===== src/logic/dhfs_pkg.sv =====
// Package of constants and types for the converter hibernate and fault supervisor
package dhfs_pkg;
    // ----------------------------------------
    // Register map
    // ----------------------------------------
    localparam logic [7:0] ADDR_UV_FLAGS = 8'h1C;
    localparam logic [7:0] ADDR_UV_MASK = 8'h24;
    localparam logic [7:0] ADDR_ACTIVE_OPT = 8'hB1;
    localparam logic [7:0] ADDR_FAULT_C1 = 8'hB5;
    localparam logic [7:0] ADDR_SLEEP_C2 = 8'hB7;
    localparam logic [7:0] ADDR_FAULT_C2 = 8'hB8;
    localparam logic [7:0] ADDR_FAULT_C3 = 8'hBB;
    localparam logic [7:0] ADDR_FAULT_C4 = 8'hBE;
    localparam logic [7:0] ADDR_SLEEP_C5 = 8'hC0;
    localparam logic [7:0] ADDR_FAULT_C5 = 8'hC1;
    localparam logic [7:0] ADDR_FAULT_C6 = 8'hC4;
    localparam logic [7:0] ADDR_GLOBAL_SLEEP = 8'hD0;
    // ----------------------------------------
    // Field positions and reset values
    // ----------------------------------------
    localparam int SLEEP_BEHAV_BIT = 12;
    localparam int SLEEP_SRC_LSB = 8;
    localparam int FAULT_ACT_LSB = 14;
    localparam int BLANK_SEL_LSB = 12;
    localparam int GLOBAL_SLEEP_BIT = 0;
    localparam logic [15:0] RESET_VALUE = 16'h0000;
    localparam int NUM_CONV = 6;
    localparam int NUM_LDO = 4;
    // ----------------------------------------
    // Timing
    // ----------------------------------------
    localparam longint CLK_HZ = 20000000;
    localparam longint BLANK_US_0 = 500;
    localparam longint BLANK_US_1 = 2000;
    localparam longint BLANK_US_2 = 32000;
    localparam longint BLANK_US_3 = 256000;
    localparam logic [23:0] BLANK_CYC_0 = 24'(BLANK_US_0 * CLK_HZ / 1000000);
    localparam logic [23:0] BLANK_CYC_1 = 24'(BLANK_US_1 * CLK_HZ / 1000000);
    localparam logic [23:0] BLANK_CYC_2 = 24'(BLANK_US_2 * CLK_HZ / 1000000);
    localparam logic [23:0] BLANK_CYC_3 = 24'(BLANK_US_3 * CLK_HZ / 1000000);
    localparam int PERSIST_CYC = 16;
    // ----------------------------------------
    // Types
    // ----------------------------------------
    typedef enum logic [1:0] {
        ACT_IGNORE,
        ACT_CONV_OFF,
        ACT_SYS_OFF,
        ACT_SYS_OFF_RSVD
    } dhfs_action_e;
    typedef struct packed {
        logic [7:0] addr;
        logic [15:0] wdata;
        logic wr;
        logic rd;
    } dhfs_bus_s;
endpackage


===== src/logic/dhfs_top.sv =====
// Converter sleep selection, fault supervision and undervoltage interrupt logic
`timescale 1ns/1ps
module dhfs_top #(
    parameter logic [23:0] BLANK_CYC_0 = dhfs_pkg::BLANK_CYC_0,
    parameter logic [23:0] BLANK_CYC_1 = dhfs_pkg::BLANK_CYC_1,
    parameter logic [23:0] BLANK_CYC_2 = dhfs_pkg::BLANK_CYC_2,
    parameter logic [23:0] BLANK_CYC_3 = dhfs_pkg::BLANK_CYC_3,
    parameter int PERSIST_CYC = dhfs_pkg::PERSIST_CYC
) (
    input wire logic mclk,
    input wire logic rstn,
    input wire dhfs_pkg::dhfs_bus_s bus,
    output logic [15:0] rdata,
    input wire logic [5:0] conv_enable,
    input wire logic [5:0] conv_below_95pct,
    input wire logic low_power_request_one,
    input wire logic low_power_request_two,
    input wire logic low_power_request_three,
    input wire logic gpio_sleep_input,
    input wire logic [3:0] ldo_uv_flags,
    output logic [5:0] conv_shutdown,
    output logic system_shutdown,
    output logic conv2_output_off,
    output logic conv5_output_off,
    output logic undervoltage_summary_irq
);
    // ----------------------------------------
    // Pin synchronisers
    // ----------------------------------------
    logic [9:0] sync1_reg;
    logic [9:0] sync2_reg;
    wire [9:0] raw_pins = {gpio_sleep_input, low_power_request_three,
        low_power_request_two, low_power_request_one, conv_enable};
    always_ff @(posedge mclk or negedge rstn) begin
        if (!rstn) begin
            sync1_reg <= 10'h000;
            sync2_reg <= 10'h000;
        end else begin
            sync1_reg <= raw_pins;
            sync2_reg <= sync1_reg;
        end
    end
    wire [5:0] en_s = sync2_reg[5:0];
    wire [2:0] lp_s = sync2_reg[8:6];
    wire gpio_sleep_s = sync2_reg[9];
    logic [5:0] uv_sync1_reg;
    logic [5:0] uv_sync2_reg;
    always_ff @(posedge mclk or negedge rstn) begin
        if (!rstn) begin
            uv_sync1_reg <= 6'h00;
            uv_sync2_reg <= 6'h00;
        end else begin
            uv_sync1_reg <= conv_below_95pct;
            uv_sync2_reg <= uv_sync1_reg;
        end
    end

    // ----------------------------------------
    // Registers
    // ----------------------------------------
    logic [15:0] fault_ctl_reg [dhfs_pkg::NUM_CONV];
    logic [15:0] sleep_c2_reg;
    logic [15:0] sleep_c5_reg;
    logic [15:0] active_opt_reg;
    logic [5:0] uv_mask_reg;
    logic [5:0] uv_flags_reg;
    logic global_sleep_reg;

    function automatic logic [2:0] fault_index(input logic [7:0] a);
        case (a)
            dhfs_pkg::ADDR_FAULT_C1: fault_index = 3'h0;
            dhfs_pkg::ADDR_FAULT_C2: fault_index = 3'h1;
            dhfs_pkg::ADDR_FAULT_C3: fault_index = 3'h2;
            dhfs_pkg::ADDR_FAULT_C4: fault_index = 3'h3;
            dhfs_pkg::ADDR_FAULT_C5: fault_index = 3'h4;
            dhfs_pkg::ADDR_FAULT_C6: fault_index = 3'h5;
            default: fault_index = 3'h7;
        endcase
    endfunction

    wire [2:0] hit_fault = fault_index(bus.addr);
    wire wr_opt = bus.wr && bus.addr == dhfs_pkg::ADDR_ACTIVE_OPT;
    wire wr_c2 = bus.wr && bus.addr == dhfs_pkg::ADDR_SLEEP_C2;
    wire wr_c5 = bus.wr && bus.addr == dhfs_pkg::ADDR_SLEEP_C5;
    wire wr_mask = bus.wr && bus.addr == dhfs_pkg::ADDR_UV_MASK;
    wire wr_gsleep = bus.wr && bus.addr == dhfs_pkg::ADDR_GLOBAL_SLEEP;
    wire rd_flags = bus.rd && bus.addr == dhfs_pkg::ADDR_UV_FLAGS;

    genvar gi;
    generate
        for (gi = 0; gi < dhfs_pkg::NUM_CONV; gi++) begin : g_fctl
            always_ff @(posedge mclk or negedge rstn) begin
                if (!rstn) begin
                    fault_ctl_reg[gi] <= dhfs_pkg::RESET_VALUE;
                end else if (bus.wr && hit_fault == 3'(gi)) begin
                    fault_ctl_reg[gi] <= bus.wdata;
                end
            end
        end
    endgenerate

    always_ff @(posedge mclk or negedge rstn) begin
        if (!rstn) begin
            sleep_c2_reg <= dhfs_pkg::RESET_VALUE;
            sleep_c5_reg <= dhfs_pkg::RESET_VALUE;
            active_opt_reg <= dhfs_pkg::RESET_VALUE;
            uv_mask_reg <= 6'h00;
            global_sleep_reg <= 1'b0;
        end else begin
            if (wr_c2) sleep_c2_reg <= bus.wdata;
            if (wr_c5) sleep_c5_reg <= bus.wdata;
            if (wr_opt) active_opt_reg <= bus.wdata;
            if (wr_mask) uv_mask_reg <= bus.wdata[5:0];
            if (wr_gsleep) global_sleep_reg <= bus.wdata[dhfs_pkg::GLOBAL_SLEEP_BIT];
        end
    end

    // ----------------------------------------
    // Read mux
    // ----------------------------------------
    logic [15:0] rd_mux;
    always_comb begin
        rd_mux = 16'h0000;
        if (hit_fault != 3'h7) begin
            rd_mux = fault_ctl_reg[hit_fault];
        end else begin
            case (bus.addr)
                dhfs_pkg::ADDR_UV_FLAGS: rd_mux = {10'h000, uv_flags_reg};
                dhfs_pkg::ADDR_UV_MASK: rd_mux = {10'h000, uv_mask_reg};
                dhfs_pkg::ADDR_ACTIVE_OPT: rd_mux = active_opt_reg;
                dhfs_pkg::ADDR_SLEEP_C2: rd_mux = sleep_c2_reg;
                dhfs_pkg::ADDR_SLEEP_C5: rd_mux = sleep_c5_reg;
                dhfs_pkg::ADDR_GLOBAL_SLEEP: rd_mux = {15'h0000, global_sleep_reg};
                default: rd_mux = 16'h0000;
            endcase
        end
    end
    always_ff @(posedge mclk or negedge rstn) begin
        if (!rstn) rdata <= 16'h0000;
        else if (bus.rd) rdata <= rd_mux;
    end

    // ----------------------------------------
    // Sleep selection
    // ----------------------------------------
    function automatic logic sleep_trigger(input logic [15:0] r, input logic g,
        input logic [2:0] lp, input logic gp);
        logic [1:0] s;
        s = r[dhfs_pkg::SLEEP_SRC_LSB +: 2];
        case (s)
            2'h0: sleep_trigger = g;
            2'h1: sleep_trigger = lp[0];
            2'h2: sleep_trigger = lp[1];
            default: sleep_trigger = lp[2];
        endcase
        sleep_trigger = sleep_trigger | gp;
    endfunction
    wire c2_sleep = sleep_trigger(sleep_c2_reg, global_sleep_reg, lp_s, gpio_sleep_s);
    wire c5_sleep = sleep_trigger(sleep_c5_reg, global_sleep_reg, lp_s, gpio_sleep_s);
    always_ff @(posedge mclk or negedge rstn) begin
        if (!rstn) begin
            conv2_output_off <= 1'b0;
            conv5_output_off <= 1'b0;
        end else begin
            conv2_output_off <= c2_sleep & sleep_c2_reg[dhfs_pkg::SLEEP_BEHAV_BIT];
            conv5_output_off <= c5_sleep & sleep_c5_reg[dhfs_pkg::SLEEP_BEHAV_BIT];
        end
    end

    // ----------------------------------------
    // Blanking and persistence per converter
    // ----------------------------------------
    logic [1:0] blank_sel;
    logic [23:0] blank_len;
    assign blank_sel = active_opt_reg[dhfs_pkg::BLANK_SEL_LSB +: 2];
    always_comb begin
        case (blank_sel)
            2'h0: blank_len = BLANK_CYC_0;
            2'h1: blank_len = BLANK_CYC_1;
            2'h2: blank_len = BLANK_CYC_2;
            default: blank_len = BLANK_CYC_3;
        endcase
    end

    logic [5:0] en_d_reg;
    logic [5:0] fault_ok_reg;
    logic [5:0] fault_ok_d_reg;
    logic [23:0] blank_cnt_reg [dhfs_pkg::NUM_CONV];
    logic [15:0] pers_cnt_reg [dhfs_pkg::NUM_CONV];
    wire [5:0] fault_rise = fault_ok_reg & ~fault_ok_d_reg;

    generate
        for (gi = 0; gi < dhfs_pkg::NUM_CONV; gi++) begin : g_conv
            wire start = en_s[gi] & ~en_d_reg[gi];
            wire blanked = blank_cnt_reg[gi] != 24'h000000;
            wire cond = uv_sync2_reg[gi] & en_s[gi] & ~blanked & ~start;
            always_ff @(posedge mclk or negedge rstn) begin
                if (!rstn) begin
                    blank_cnt_reg[gi] <= 24'h000000;
                    pers_cnt_reg[gi] <= 16'h0000;
                    fault_ok_reg[gi] <= 1'b0;
                end else begin
                    if (start) blank_cnt_reg[gi] <= blank_len;
                    else if (blanked) blank_cnt_reg[gi] <= blank_cnt_reg[gi] - 24'h000001;
                    if (!cond) pers_cnt_reg[gi] <= 16'h0000;
                    else if (pers_cnt_reg[gi] < 16'(PERSIST_CYC))
                        pers_cnt_reg[gi] <= pers_cnt_reg[gi] + 16'h0001;
                    fault_ok_reg[gi] <= cond && pers_cnt_reg[gi] >= 16'(PERSIST_CYC - 1);
                end
            end
        end
    endgenerate

    // ----------------------------------------
    // Fault actions and flags
    // ----------------------------------------
    logic [5:0] conv_off_hit;
    logic [5:0] sys_off_hit;
    always_comb begin
        conv_off_hit = 6'h00;
        sys_off_hit = 6'h00;
        for (int i = 0; i < dhfs_pkg::NUM_CONV; i++) begin
            case (dhfs_pkg::dhfs_action_e'(fault_ctl_reg[i][dhfs_pkg::FAULT_ACT_LSB +: 2]))
                dhfs_pkg::ACT_IGNORE: ;
                dhfs_pkg::ACT_CONV_OFF: conv_off_hit[i] = fault_rise[i];
                default: sys_off_hit[i] = fault_rise[i];
            endcase
        end
    end

    always_ff @(posedge mclk or negedge rstn) begin
        if (!rstn) begin
            en_d_reg <= 6'h00;
            fault_ok_d_reg <= 6'h00;
            uv_flags_reg <= 6'h00;
            conv_shutdown <= 6'h00;
            system_shutdown <= 1'b0;
        end else begin
            en_d_reg <= en_s;
            fault_ok_d_reg <= fault_ok_reg;
            // Set wins over read clear
            uv_flags_reg <= (rd_flags ? 6'h00 : uv_flags_reg) | fault_rise;
            conv_shutdown <= (conv_shutdown & en_s) | conv_off_hit;
            system_shutdown <= system_shutdown | (|sys_off_hit);
        end
    end

    assign undervoltage_summary_irq = |(uv_flags_reg & ~uv_mask_reg) | (|ldo_uv_flags);
endmodule


===== config.mk =====
export PLATFORM = sky130hd
export DESIGN_NAME = dhfs_top
export DESIGN_NICKNAME = d
export VERILOG_FILES = /design/src/logic/dhfs_pkg.sv /design/src/logic/dhfs_top.sv
export SDC_FILE = /design/constraint.sdc
export NUM_CORES = 1
export LEC_CHECK = 0
export ABC_AREA = 1
export ABC_CLOCK_PERIOD_IN_PS = 2400
export BUFFER_PORTS_ARGS = -buffer_cell sky130_fd_sc_hd__buf_2
export CORE_MARGIN = 8
export CORE_UTILIZATION = 47
export CTS_BUF_LIST = sky130_fd_sc_hd__clkbuf_2
export DETAILED_ROUTE_END_ITERATION = 10
export RECOVER_POWER = 25
export SLEW_MARGIN = 20
export SYNTH_ARGS = -nofsm -noshare
export SYNTH_HDL_FRONTEND = slang
export SYNTH_SLANG_ARGS = --single-unit

===== constraint.sdc =====
create_clock -name mclk -period 2.4 [get_ports mclk]
set_input_delay 0.48 -clock mclk [delete_from_list [all_inputs] [get_ports mclk]]
set_output_delay 0.48 -clock mclk [all_outputs]
set_load 0.005 [all_outputs]

### Word level (Yosys, flattened, before mapping)

Cells that the tools add are included.

| word-level totals | value |
|---|---|
| register bits | 472 |
| input bits | 48 |
| output and inout port bits | 26 |
| logic and storage cells | 253 |

| operators by class | value |
|---|---|
| add/subtract/negate cells | 12 |
| order comparisons | 13 |
| eq/ne operators | 36 |
| muxes and demuxes | 46 |
| bitwise gates (word level) | 56 |
| reductions and logical operators | 49 |

Operators by type and width:

| kind | number |
|---|---|
| 2-to-1 mux 24 bit | 12 |
| 2-to-1 mux 16 bit | 15 |
| nonzero test 24 bit | 6 |
| subtractor 24 x 1 -> 24 bit, second input constant | 6 |
| adder 16 x 1 -> 16 bit, second input constant | 6 |
| greater-or-equal comparator 16 x 4 -> 1 bit, second input constant | 6 |
| < comparator 16 x 5 -> 1 bit, second input constant | 6 |
| one-hot mux 16 bit (6 select lines) | 1 |
| == test 8 bit, second input constant | 10 |
| one-hot mux 23 bit (3 select lines) | 1 |
| binary-select mux 16 bit (select 3 bit) | 1 |
| AND 1 bit | 26 |
| AND 6 bit | 3 |
| == test 2 x 1 -> 1 bit, second input constant | 9 |
| logical AND 1 bit | 18 |
| logical NOT 2 bit | 9 |
| NOT 1 bit | 18 |
| one-hot mux 3 bit (6 select lines) | 1 |
| 2-to-1 mux 1 bit | 12 |
| inequality test 2 x 1 -> 1 bit, second input constant | 6 |
| NOT 6 bit | 2 |
| bitwise OR 6 bit | 2 |
| nonzero test 2 bit | 6 |
| OR reduction 2 bit | 6 |
| 15 further kinds | 24 |

### Longest topological paths before layout

Gate-level depths: netlist (run 1).

| logic depth | value |
|---|---|
| depth in word-level cells | 7 |
| gate-level depth with buffers | 13 |
| depth with buffers taken out | 13 |

### Worst setup path before layout (run 1)

No wires, ideal clock.

| path | value |
|---|---|
| kind | input -> register |
| start point | input port bus[22] (netlist name) |
| end point | register fault_ctl_reg[22] (netlist name) |
| setup time | 0.125 ns |
| arrival time | 1.710 ns |
| data required time | 2.275 ns |
| path slack | 0.565 ns |
| cell stages on the path | 7 |
| buffers on the path | 1 |
| path through | inv_1 -> nand2_1 -> nor2_2 -> nand2_1 -> nor2_2 -> buf_4 -> mux2_2 |

| between the ends | value |
|---|---|
| longest elaborated chain between the ends | 4 |
| elaborated cells on any way between the ends | 9 |
| those cells by class | 7 x eq/ne; 1 x mux; 1 x reduce/logical |

Ends and longest elaborated chain:

| element | RTL line | RTL |
|---|---|---|
| from (decl) | dhfs_top.sv:12 | `input wire dhfs_pkg::dhfs_bus_s bus,` |
| == test 8 bit | dhfs_top.sv:70 | `case (a)` |
| one-hot mux 3 bit (6 select lines) (*) | dhfs_top.sv:70 |  |
| == test 3 bit (*) | dhfs_top.sv:95 | `end else if (bus.wr && hit_fault == 3'(gi)) begin` |
| logical AND 1 bit (*) | dhfs_top.sv:95 |  |
| to (signal, indexed assignment) | dhfs_top.sv:94 | `fault_ctl_reg[gi] <= dhfs_pkg::RESET_VALUE;` |
| to (signal, indexed assignment) | dhfs_top.sv:96 | `fault_ctl_reg[gi] <= bus.wdata;` |
| to (decl) | dhfs_top.sv:61 | `logic [15:0] fault_ctl_reg [dhfs_pkg::NUM_CONV];` |

Every way passes the cells marked *; elsewhere a longest branch is shown, timed or not.
A chain may end at the register's enable or synchronous reset.

### Worst setup path in the final report (run 1)

| path | value |
|---|---|
| start point | register uv_flags_reg[2] |
| end point | output port undervoltage_summary_irq |

| between the ends | value |
|---|---|
| longest elaborated chain between the ends | 3 |

Ends and longest elaborated chain:

| element | RTL line | RTL |
|---|---|---|
| from (decl) | dhfs_top.sv:66 | `logic [5:0] uv_flags_reg;` |
| from (signal assigned) | dhfs_top.sv:242 | `uv_flags_reg <= (rd_flags ? 6'h00 : uv_flags_reg) \| fault_rise;` |
| AND 6 bit | dhfs_top.sv:248 | `assign undervoltage_summary_irq = \|(uv_flags_reg & ~uv_mask_reg) \| (\|ldo_uv_flags);` |
| OR reduction 6 bit | dhfs_top.sv:248 |  |
| bitwise OR 1 bit | dhfs_top.sv:248 |  |
| to (decl) | dhfs_top.sv:25 | `output logic undervoltage_summary_irq` |

Every way passes these cells.

==> flow_results.org, run 1 <==
** Layout
- Relative to the synthesized area, the layout overhead comes to 13.5%.
- Commonest cells after routing, fill and taps aside :: nand2_1 (566), dfrtp_1 (472), nor2_1 (352)
- In the final layout, the share of cells above drive strength 1 is 0.127.
- Fraction of the core area covered by cells at the end of the flow :: 0.540
- Nets :: 2987
- Number of standard cells in the layout, taps in and fillers out :: 3609
- Final design area excluding fillers :: 25200 um^2
- Leaving out fill and tap cells, the most frequent cell in the layout is nand2_1.
- Fill count :: 4464
- The register with the most flip-flops in the layout has 144 of them.

** Global route
- For this run, the total global-route usage over all layers was measured as 0.219.
- Entering global routing, the biggest net connects 70 pins.
- The via count of the first global-routing pass was 18.6k.
- Wire length of the first global-routing pass :: 96.6 mm
- Antenna violations before repair :: 3
- Global routing finished with a remaining overflow of 0.

** Route
- Routed vias :: 18.9k
- The detailed router finished its first iteration with 1501 violations.
- Mean number of vias per cell :: 5.23
- Dividing the detail-routed wire length by the instance count gives 16.3 um.
- WL final :: 58.7 mm
- Before antenna repair, the detailed router went through 6 iterations.
- In this run the remaining antenna-violating nets after routing total 0.
- After detailed routing, the number of remaining DRC violations is 0.

** Pwr
- Maximum vdd ir drop :: 0.444 mV
- Internal power :: 11.5 mW
- Of the total power, combinational logic draws 0.177.
- Clk network pwr share :: 0.294
- The analysis attributes to cell leakage a power of 12.5 nW.
- Fraction of power spent switching nets :: 0.332
- For this design the ratio of total power to cell area is 686 nW/um^2.
- For this design the total switching power over the nets is 5.73 mW.
- Sequential cell fraction of total power :: 0.529
- Total power for the finished layout comes to 17.3 mW.

** STA
- Least-Margin Pin Slew :: 1.55 ns
- Setup violations, final :: 25
- The worst pin sits at a relative slew slack of -0.0343.
- Worst hold margin :: 0.166 ns
- Number of max-slew violations in the final report :: 14
- Once routing completed, OpenROAD measured the worst setup slack at -0.307 ns.
- For this run, the top clock speed supported by timing is 0.369 GHz.
- Setup repair after global routing missed its margin :: yes
- The final number of hold-violating endpoints was 0.
- In the finished design, the share of the clock period the worst path needs comes to 1.13.
- Time the final worst path needs with I/O delays and setup :: 2.71 ns
- Post-route setup TNS :: -0.958 ns
- The clock arrives with 0.101 ns of skew.

** Synthesis
- Leading cell types by total area after synthesis :: dfrtp_1 (53%), nand2_1 (9.6%), nor2_1 (6.0%), inv_1 (5.4%), o21ai_0 (4.4%)
- Averaged over all synthesized cells, the footprint is 8.35 um^2.
- The biggest area contributor in the post-synthesis netlist is dfrtp_1.
- The number of different library cells used by synthesis comes to 51.
- Counting flops and latches in the post-synthesis netlist gives 472.
- Sequential element share of the synthesized area :: 0.533
- Of the post-synthesis cell area, the dominant cell type holds 0.533.
- During synthesis, Yosys emitted a total of 0 warnings.
- Synthesized Nets :: 2725
- Synthesis produced 2655 cells.
- Area of the mapped netlist :: 22200 um^2

** Clock network
- For the worst-skew pair, the clock arrives at the later sink with an insertion delay of 1.12 ns.
- CTS H-Tree Depth :: 3
- In this run the clock root is driven by a clkbuf_2.
- The number of clock buffers added by TritonCTS is 119.
- Clock tree synthesis found a total of 472 sinks.
- CTS tree :: yes
- Counting along the longest clock path gives a buffer depth of 3.
- Clock-pin slew of the registers on the worst-case setup and hold paths :: 0.11 ns

** Floorplan
- Width of the chip :: 233 um
- After floorplanning, the core was divided into 79 placement rows.
- Top Ports :: 74
- The floorplan step defined a core boundary enclosing 46600 um^2.
- The floorplan step defined a die boundary enclosing 54400 um^2.
- In this run the vertical extent of the chip is 233 um.
- Initial Utilization :: 0.476

** Worst setup path
- The endpoint identified for the worst register-to-register timing path is pers_cnt_reg[1]$_DFFE_PN0P_.
- Kind of critical path :: flop to output pin
- Of all nets on the critical path, the largest fanout is 2.
- Chain of cells forming the critical path :: inv_2, o22ai_2, a221oi_2, o2111ai_2, buf_2
- Register-to-Register Path Depth :: 11
- For this run, the slowest stage of the critical path takes 0.41 ns.
- Arrival time of the worst setup path :: 2.23 ns
- Startpoint class of the critical path :: flop
- Across all register-to-register paths, the minimum setup slack is 0.27 ns.
- The worst register-to-register path begins at blank_cnt_reg[0]$_DFFE_PN0P_.
- STA puts the critical path data required time at 1.92 ns.
- The slowest stage of the critical path belongs to the cell dfrtp_1.
- Worst setup EP type :: output pin

** Min path
- Counting instances, the worst hold path has a depth of 11.
- Min-Delay Endpoint :: rdata[0]$_DFFE_PN0P_
- Startpoint of the most critical hold path :: bus[18]
- HP Class :: input port to flop

** Placed design
- Sum of net half-perimeters after detailed placement :: 41.5 mm
- The congestion estimate from routability-driven global placement came to 0.911.
- # placed instances :: 3341
- The placed instances occupy a cell area of 23600 um^2.
- Setup Slack @ Placement :: 0.225 ns
- In this run the tool buffered the top-level ports with 73 buffer cells.

** Run
- Reported max-cap violation count :: 1

** Status
- The flow ran to the end, but the final reports show violations.
- The final reports fail on capacitance limit, slew limit, setup timing.
==> metal layers <==
metal	global-route usage	wire, um
met1	0.310	28200
met2	0.332	25800
met3	0.0444	3190
met4	0.0755	1530
met5	0	0
==> area by class of cell <==
type | count | area (um^2) | area share
Sequential cell | 472 | 11800 | 0.469
Multi-Input combinational cell | 1790 | 8820 | 0.351
Timing Repair Buffer | 204 | 1540 | 0.0614
Inverter | 330 | 1240 | 0.0492
Clock buffer | 161 | 806 | 0.0320
Tap cell | 607 | 759 | 0.0302
Clock inverter | 42 | 175 | 0.00696
Antenna cell | 3 | 7.51 | 0.000298
==> synth_stat cells (all sizes together) <==
| library cell | n |
|---|---|
| ha | 22 |
| clkinv | 3 |
| or2 | 5 |
| buf | 29 |
| o21ai | 211 |
| nand3b | 2 |
| inv | 327 |
| a221oi | 2 |
| o211ai | 10 |
| o21bai | 2 |
| xnor2 | 29 |
| xor2 | 54 |
| dfrtp | 472 |
| nand3 | 178 |
| a2111oi | 1 |
| o2bb2ai | 1 |
| and3 | 2 |
| o211a | 2 |
| o22ai | 17 |
| clkbuf | 34 |
| mux2 | 15 |
| nor2 | 362 |
| a32o | 3 |
| nor4 | 21 |
| o21a | 2 |
| nor3 | 72 |
| nand2 | 575 |
| o41ai | 3 |
| a21oi | 95 |
| a31oi | 3 |
| a211oi | 14 |
| o2111ai | 1 |
| nor3b | 1 |
| nand4 | 77 |
| a21boi | 2 |
| a22oi | 6 |
==> worst max path at each step <==
stage	endpoint	slack [ns]	from	cells after the start
3_3_place_gp	rdata[13]$_DFFE_PN0P_	0.31	bus[22]	11
2_1_floorplan	fault_ctl_reg[22]$_DFFE_PN0P_	0.57	bus[22]	7
6_report	undervoltage_summary_irq	-0.31	uv_flags_reg[2]$_DFF_PN0_	5
4_1_cts	undervoltage_summary_irq	-0.49	uv_flags_reg[2]$_DFF_PN0_	5
3_5_place_dp	rdata[7]$_DFFE_PN0P_	0.23	bus[22]	12
5_1_grt	undervoltage_summary_irq	-0.54	uv_flags_reg[1]$_DFF_PN0_	3
==> what timing repair did <==
item	CTS	global route
setup endpoints to repair	1	1
hold buffers	59	0
setup buffers	3	0
pin swaps	2	0
endpoints found under the hold margin	656	0
resized for setup	5	0
==> logic make-up after synthesis <==
logic type	Yosys count	synth area share
AOI/OAI and AO/OA	375	0.0935
xor gates and xnor gates	83	0.0328
adders and majority gates	22	0.0124
buffers and inverters	393	0.0701
DFF	472	0.533
muxes	15	0.00762
and+or+nand+nor	1295	0.251
==> power groups by stage <==
stage	registers [mW]	clock network, mW	logic (mW)
6_report	9.14	5.07	3.05
5_1_grt	9.22	5.73	3.51
4_1_cts	9.13	5.31	3.07
3_5_place_dp	9.27	0	2.98
3_3_place_gp	9.26	0	2.91
2_1_floorplan	9.12	0	2.14
==> critical path: cells and delay by family (launching register included) <==
kind	cells	cell delay (ns)
AOI/OAI and AO/OA	3	0.48
buffers and inverters	2	0.25
DFF	1	0.41
Power figures use the tool's default switching activity.
==> inputs of run 2 (changes only) <==
CORE_MARGIN = 2   (was 8)
==> run 2 against run 1 <==
Against the previous run: the run ends with setup timing left; clock skew down 0.030 ns; utilization increased by 2.5 points; highest routed layer unchanged; non-clock buffer count grew 86; sequential share of layout area decreased by 2.1 points; via count grew 2.7%; critical path depth unchanged.
==> flow_results.org, run 2 (synthesis results as in run 1) <==
** Status
- The flow ran to the end, but the final reports show violations.
- Violated checks :: setup timing

** Global route
- Global-route total usage across every layer :: 0.249 (+0.0305)
- The via count of the first global-routing pass came to 19.3k (+3.4%).
- The wire length of the first global-routing pass was 98.4 mm (+1.9%).
- The initial antenna violation count came to 3 (unchanged).
- The largest net degree at the start of global routing was 75 (+7.1%).
- The overall overflow remaining after global route came to 0 (unchanged).

** Worst setup path
- Data required time at the worst endpoint :: 1.92 ns (about the same)
- STA classifies the critical path startpoint as a flop.
- Worst setup EP type :: output pin
- Register-to-Register Path Depth :: 10 (-1)
- Max Fanout on Critical Path :: 2 (unchanged)
- Arrival time of the worst setup path :: 2.41 ns (+0.18 ns)
- The worst setup path is of the flop to output pin kind.

** STA
- The worst-margin pin slew is 1.40 ns (-0.154 ns).
- The setup slack after layout is -0.488 ns (-0.182 ns).
- The final number of hold-violating endpoints is 0 (unchanged).
- Setup repair after global routing missed its margin :: yes
- Time the final worst path needs with I/O delays and setup :: 2.89 ns (+0.182 ns)
- Number of max-slew violations in the final report :: 0 (-14)
- Achievable clock frequency :: 0.346 GHz (-6.3%)
- The headroom to the max-slew limit is 0.0683 (+0.103).
- Post-route fraction of the period consumed by the critical path :: 1.20 (+0.0757)
- Setup violations, final :: 2 (-92%)
- The setup skew after layout is 0.0711 ns (-0.0300 ns).

** Placed design
- The number of buffer cells added on primary ports is 73 (unchanged).
- The worst setup slack before clock tree synthesis is -0.134 ns (-0.359 ns).
- The final estimated routing congestion in global placement came to 0.891 (-2.2%).
- The post-detailed-placement half-perimeter wirelength is 40.9 mm (-1.5%).
- Placement-stage cell area :: 23700 um^2 (+0.54%)

** Layout
- The number of flip-flops under the largest register name was 144 (unchanged).
- Most frequent standard cell in the layout excluding fill and tap cells :: nand2_1
- Relative to the synthesized area, the layout overhead comes to 18.8%.
- The area occupied by multi-input gates is 8850 um^2 (+0.40%).
- Nets :: 3084 (+3.2%)
- Share of layout cells above drive strength 1 :: 0.146 (+0.0198)
- Footprint of the flip-flops and latches :: 11800 um^2 (about the same)
- Fraction of the core area covered by cells at the end of the flow :: 0.565 (+0.0250)
- Leaving out fill and tap cells, the most frequent cells in the layout are nand2_1 (563), dfrtp_1 (469), nor2_1 (349).
- The fill cell total of the finished layout came to 4406 (-1.3%).
- The finished layout cell area came to 26300 um^2 (+4.6%).

** Run
- The max-cap check violation count is 0 (-1).

** Route
- The residual DRC count came to 0 (unchanged).
- DR pass1 iterations :: 6 (unchanged)
- The total wire length is 59.8 mm (+1.9%).
- The detailed router's first-iteration violation count is 1677 (+12%).
- Mean number of vias per cell :: 5.22 (-0.32%)
- Number of nets still failing antenna checks after routing :: 0 (unchanged)
- Routed vias :: 19.4k (+2.7%)
- Average routed wire per standard cell :: 16.1 um (-1.1%)

** Clock network
- Clock latency at the later pin of the worst-skew pair :: 1.32 ns (+0.20 ns)
- Clock root buffer master :: clkbuf_2
- Number of CTS-inserted buffers :: 130 (+9.2%)
- CTS H-Tree Depth :: 4 (+1)
- TritonCTS built the clock tree.
- Number of clock sinks :: 472 (unchanged)
- Max Root-Sink Buffers :: 3 (unchanged)
- Clock-pin slew of the registers on the worst-case setup and hold paths :: 0.09 ns (-0.02 ns)

** Min path
- The worst hold path depth was 7 (-4).
- HP Class :: input port to flop

** Floorplan
- The row count is 79 (unchanged).
- Core Box Area :: 46600 um^2 (unchanged)
- Top Ports :: 74 (unchanged)
- The die boundary width is 221 um (-5.1%).
- Full die area :: 48900 um^2 (-10%)
- The vertical die dimension came to 221 um (-5.1%).
- Initial Utilization :: 0.476 (unchanged)

** Pwr
- Overall power of the completed layout :: 18.3 mW (+6.1%)
- The total power divided by cell area came to 695 nW/um^2 (+1.4%).
- Maximum vdd ir drop :: 0.440 mV (-1.1%)
- Reported leakage power :: 13.2 nW (+5.1%)
## run 2: changes by cell type in the layout (fill, tap and decap cells not counted), sizes merged
cell / before / now
clkinv: 41 / 34
clkbuf: 170 / 188
buf: 137 / 180
inv: 330 / 334
dlymetal6s4s: 0 / 3
bufinv: 0 / 5
dlygate4sd3: 58 / 99
diode: 3 / 6
## run 2: area by class of cell
type	instances	area share
diodes	6	0.000570
well taps	607	0.0288
clock buffers	180	0.0342
multi-input cells	1790	0.336
clock inverters	44	0.0115
inverters	330	0.0471
repair buffers	290	0.0926
flip-flops and latches	472	0.449
## run 2: worst paths after layout
path	end	slack [ns]	startpoint
hold / removal	rdata[1]$_DFFE_PN0P_	0.02	bus[23]
max in group asynchronous	rdata[15]$_DFFE_PN0P_	0.15	rstn
min in group asynchronous	active_opt_reg[8]$_DFFE_PN0P_	1.00	rstn
setup reg to reg	fault_ok_reg[5]$_DFF_PN0_	0.29	blank_cnt_reg[0]$_DFFE_PN0P_
setup / recovery	undervoltage_summary_irq	-0.49	uv_flags_reg[2]$_DFF_PN0_
hold reg to reg	sync2_reg[4]$_DFF_PN0_	0.35	sync1_reg[4]$_DFF_PN0_
## run 2: critical path: stages (launching register included)
cell	delay, ns
dfrtp_1	0.40
inv_2	0.07
o22ai_2	0.06
a221oi_2	0.20
o2111ai_2	0.18
buf_2	0.17
## run 2: where the power goes
group          internal, mW  switching, mW
combinational          1.18           1.95
sequential             8.61          0.517
clock                  2.57           3.49
## run 2: per-stage QoR
stage          instances  setup TNS [ns]  hold slack, ns
5_1_grt             3717           -3.31          0.0458
4_1_cts             3693           -5.19         0.00157
3_5_place_dp        3353          -0.808           0.336
6_report            3719          -0.490          0.0236
3_3_place_gp        3353          -0.264           0.333
2_1_floorplan       2655               0           0.184
## run 2: timing repair
item,CTS,global route
buffers inserted,12,19
cloned,0,3
setup endpoints to repair,26,95
resized for setup,10,22
endpoints found under the hold margin,661,9
hold buffers,104,2
pin swaps,2,5
## run 2: layer usage
layer	vias up	GRT usage	routed length (um)
met3	125	0.0574	3470
li1	9441	-	-
met4	0	0.0950	1630
met1	9265	0.341	27200
met2	569	0.389	27500
met5	-	0	0
==> inputs of run 3 (changes only) <==
CTS_BUF_LIST = sky130_fd_sc_hd__clkbuf_4 sky130_fd_sc_hd__clkbuf_8 sky130_fd_sc_hd__clkbuf_16   (was sky130_fd_sc_hd__clkbuf_2)
PLACE_DENSITY_LB_ADDON = 0.2   (was not set)
==> run 3 against run 2 <==
Against the previous run: the run ends with capacitance limit, slew limit left; clock skew fell by 0.043 ns; global-route usage shrank 1.6 points; die area stayed put; routed wire length shrank 4.9%; clock-buffer cell count down 116; hold slack gained 0.11 ns.
==> flow_results.org, run 3 (synthesis results as in run 1) <==
** Layout
- Area grow syn2layout :: 15.0%
- Most frequent standard cell in the layout excluding fill and tap cells :: nand2_1
- Fill count :: 4240 (-3.8%)
- Commonest cells after routing, fill and taps aside :: nand2_1 (566), dfrtp_1 (472), nor2_1 (353)
- Share of layout cells above drive strength 1 :: 0.102 (-0.0446)
- The register area is 11800 um^2 (about the same).
- The number of standard cells in the final layout excluding fillers is 3462 (-6.9%).
- Antenna diode count :: 0 (-6)
- Area of the multi-input gates :: 8790 um^2 (-0.69%)
- The final net count is 2884 (-6.5%).
- Final design area excluding fillers :: 25500 um^2 (-3.1%)
- The number of flip-flops under the largest register name came to 144 (unchanged).
- Fraction of the core area covered by cells at the end of the flow :: 0.548 (-0.0178)

** Placed design
- The number of buffer cells added on primary ports was 73 (unchanged).
- The placement-stage cell area is 23700 um^2 (-0.14%).
- Placer congestion estimate :: 0.920 (+3.3%)
- Setup Slack @ Placement :: -0.0842 ns (+0.0496 ns)
- # placed instances :: 3352 (-0.030%)
- The post-detailed-placement half-perimeter wirelength came to 40.8 mm (-0.32%).

** STA
- Worst hold margin :: 0.129 ns (+0.105 ns)
- Number of max-slew violations in the final report :: 33 (+33)
- The final critical-path share of the clock period came to 0.934 (-0.270).
- The setup slack after layout is 0.159 ns (+0.647 ns).
- Max-slew headroom :: -0.0101 (-0.0784)
- The maximum clock rate is 0.446 GHz (+29%).
- Least-Margin Pin Slew :: 1.52 ns (+0.118 ns)
- Total count of hold-check failures in the final report :: 0 (unchanged)
- The setup skew after layout is 0.0279 ns (-0.0431 ns).
- Setup repair after global routing missed its margin :: no
- Setup violations, final :: 0 (-2)
- The total negative slack was 0 ns (+0.490 ns).
- The post-layout minimum cycle time is 2.24 ns (-0.647 ns).

** Clock network
- Number of clock sinks :: 472 (unchanged)
- CTS tree :: yes
- Clock tree synthesis selected as its root buffer the cell clkbuf_16.
- The number of H-tree levels is 2 (-2).
- The worst-skew pair later-pin latency is 0.61 ns (-0.71 ns).
- The total clock buffers created by CTS is 50 (-62%).
- The worst-case clock buffer depth is 3 (unchanged).
- The clock-pin slew on the worst setup and hold paths is 0.06 ns (-0.03 ns).

** Worst setup path
- The critical-path maximum fanout was 2 (unchanged).
- Reg-to-reg critical path endpoint :: pers_cnt_reg[80]$_DFFE_PN0P_
- Critical Path End :: undervoltage_summary_irq
- Startpoint class of the critical path :: flop
- Worst setup EP type :: output pin
- The critical path in this run is classified as flop to output pin.
- CP startpoint :: uv_flags_reg[2]$_DFF_PN0_
- The required time of the critical path was 1.92 ns (about the same).
- The worst path arrival time is 1.76 ns (-0.65 ns).
- Delay contributed by the slowest stage of the critical path :: 0.39 ns (about the same)
- The worst reg-to-reg path cell count is 12 (+2).
- Critical-path top delay cell :: dfrtp_1
- The worst register-to-register path begins at blank_cnt_reg[120]$_DFFE_PN0P_.
- Walking the worst path, the cells encountered are inv_1, o22ai_1, a221oi_1, o2111ai_1, buf_2.
- The setup slack on the worst flop-to-flop path came to 0.36 ns (+0.07 ns).

** Global route
- Antenna violations before repair :: 1 (-2)
- The via count of the first global-routing pass is 17.9k (-7.2%).
- Wire length of the first global-routing pass :: 93.4 mm (-5.1%)
- The overall overflow remaining after global route came to 0 (unchanged).
- Pin count of the biggest net entering global routing :: 60 (-20%)
- The total track usage is 0.234 (-0.0158).

** Route
- DR pass1 iterations :: 7 (+1)
- The total wire length was 56.9 mm (-4.9%).
- The count of nets left with antenna violations after detail routing is 0 (unchanged).
- The residual DRC count is 0 (unchanged).
- Detailed router's first-iteration violation count :: 1396 (-17%)
- The mean number of vias per cell is 5.28 (+1.3%).
- The average wire length per cell after detail routing came to 16.4 um (+2.2%).
- Routed vias :: 18.3k (-5.7%)

** Status
- Status :: complete, but fails checks
- The checks that failed: capacitance limit, slew limit.

** Pwr
- Sequential cell fraction of total power :: 0.453 (-0.045)
- The maximum vdd ir drop came to 0.745 mV (+69%).
- The part of the total power dissipated in the clock network is 0.398 (+0.067).
- Power per unit of standard cell area :: 792 nW/um^2 (+14%)
- Internal power :: 14.4 mW (+17%)
- The combinational power share came to 0.149 (-0.022).
- Fraction of power spent switching nets :: 0.286 (-0.0388)
- Total net switching power :: 5.79 mW (-2.8%)
- The total power was 20.2 mW (+10%).
- Reported leakage power :: 12.5 nW (-5.3%)

** Floorplan
- The area of the core region came to 46600 um^2 (unchanged).
- DIE HEIGHT :: 221 um (unchanged)
- Initial Utilization :: 0.476 (unchanged)
- The I/O pin count is 74 (unchanged).
- The area of the die is 48900 um^2 (unchanged).
- The die boundary width was 221 um (unchanged).
- The row count is 79 (unchanged).

** Run
- The max-cap check violation count came to 1 (+1).

** Min path
- Number of cells on the worst hold path :: 2 (-5)
- HP Class :: input port to flop
- Startpoint of the most critical hold path :: bus[8]
-- run 3: how the worst min path moves through the flow --
stage                     slack (ns)                             to
after detailed placement        0.34         sync2_reg[5]$_DFF_PN0_
after floorplan                 0.18  active_opt_reg[0]$_DFFE_PN0P_
final                           0.13  fault_ctl_reg[22]$_DFFE_PN0P_
after global routing            0.12  fault_ctl_reg[22]$_DFFE_PN0P_
after global placement          0.33         sync2_reg[5]$_DFF_PN0_
after CTS                       0.10  fault_ctl_reg[24]$_DFFE_PN0P_
-- run 3: final cells by class --
cell class / count / area share
repair buffers: 170 / 0.0457
flip-flops and latches: 472 / 0.463
well taps: 607 / 0.0298
multi-input cells: 1790 / 0.345
inverters: 330 / 0.0486
clock buffers: 64 / 0.0554
clock inverters: 29 / 0.0125
-- run 3: timing repair --
item,CTS,global route
buffers inserted,0,0
resized for setup,0,1
hold endpoints to repair,49,0
endpoints found under the setup margin,0,1
hold buffers,17,0
-- run 3: critical path: cells and delay by family, from the launching register on --
kind | cells | cell delay, ns
buf+inv | 2 | 0.27
flops | 1 | 0.39
compound gates | 3 | 0.50
-- run 3: power groups by stage --
stage          clock [mW]  combinational [mW]  sequential, mW
3_5_place_dp            0                3.00            9.28
2_1_floorplan           0                2.14            9.12
5_1_grt              8.53                3.48            9.22
3_3_place_gp            0                2.92            9.26
6_report             8.04                3.01            9.15
4_1_cts              8.20                3.04            9.15
-- run 3: layer usage --
metal  vias to the layer above  wire length, um  global-route usage
met3                       108             3400              0.0377
li1                       8937                -                   -
met4                         2             1860              0.0818
met1                      8732            26500               0.334
met2                       512            25200               0.363
met5                         -               11                   0
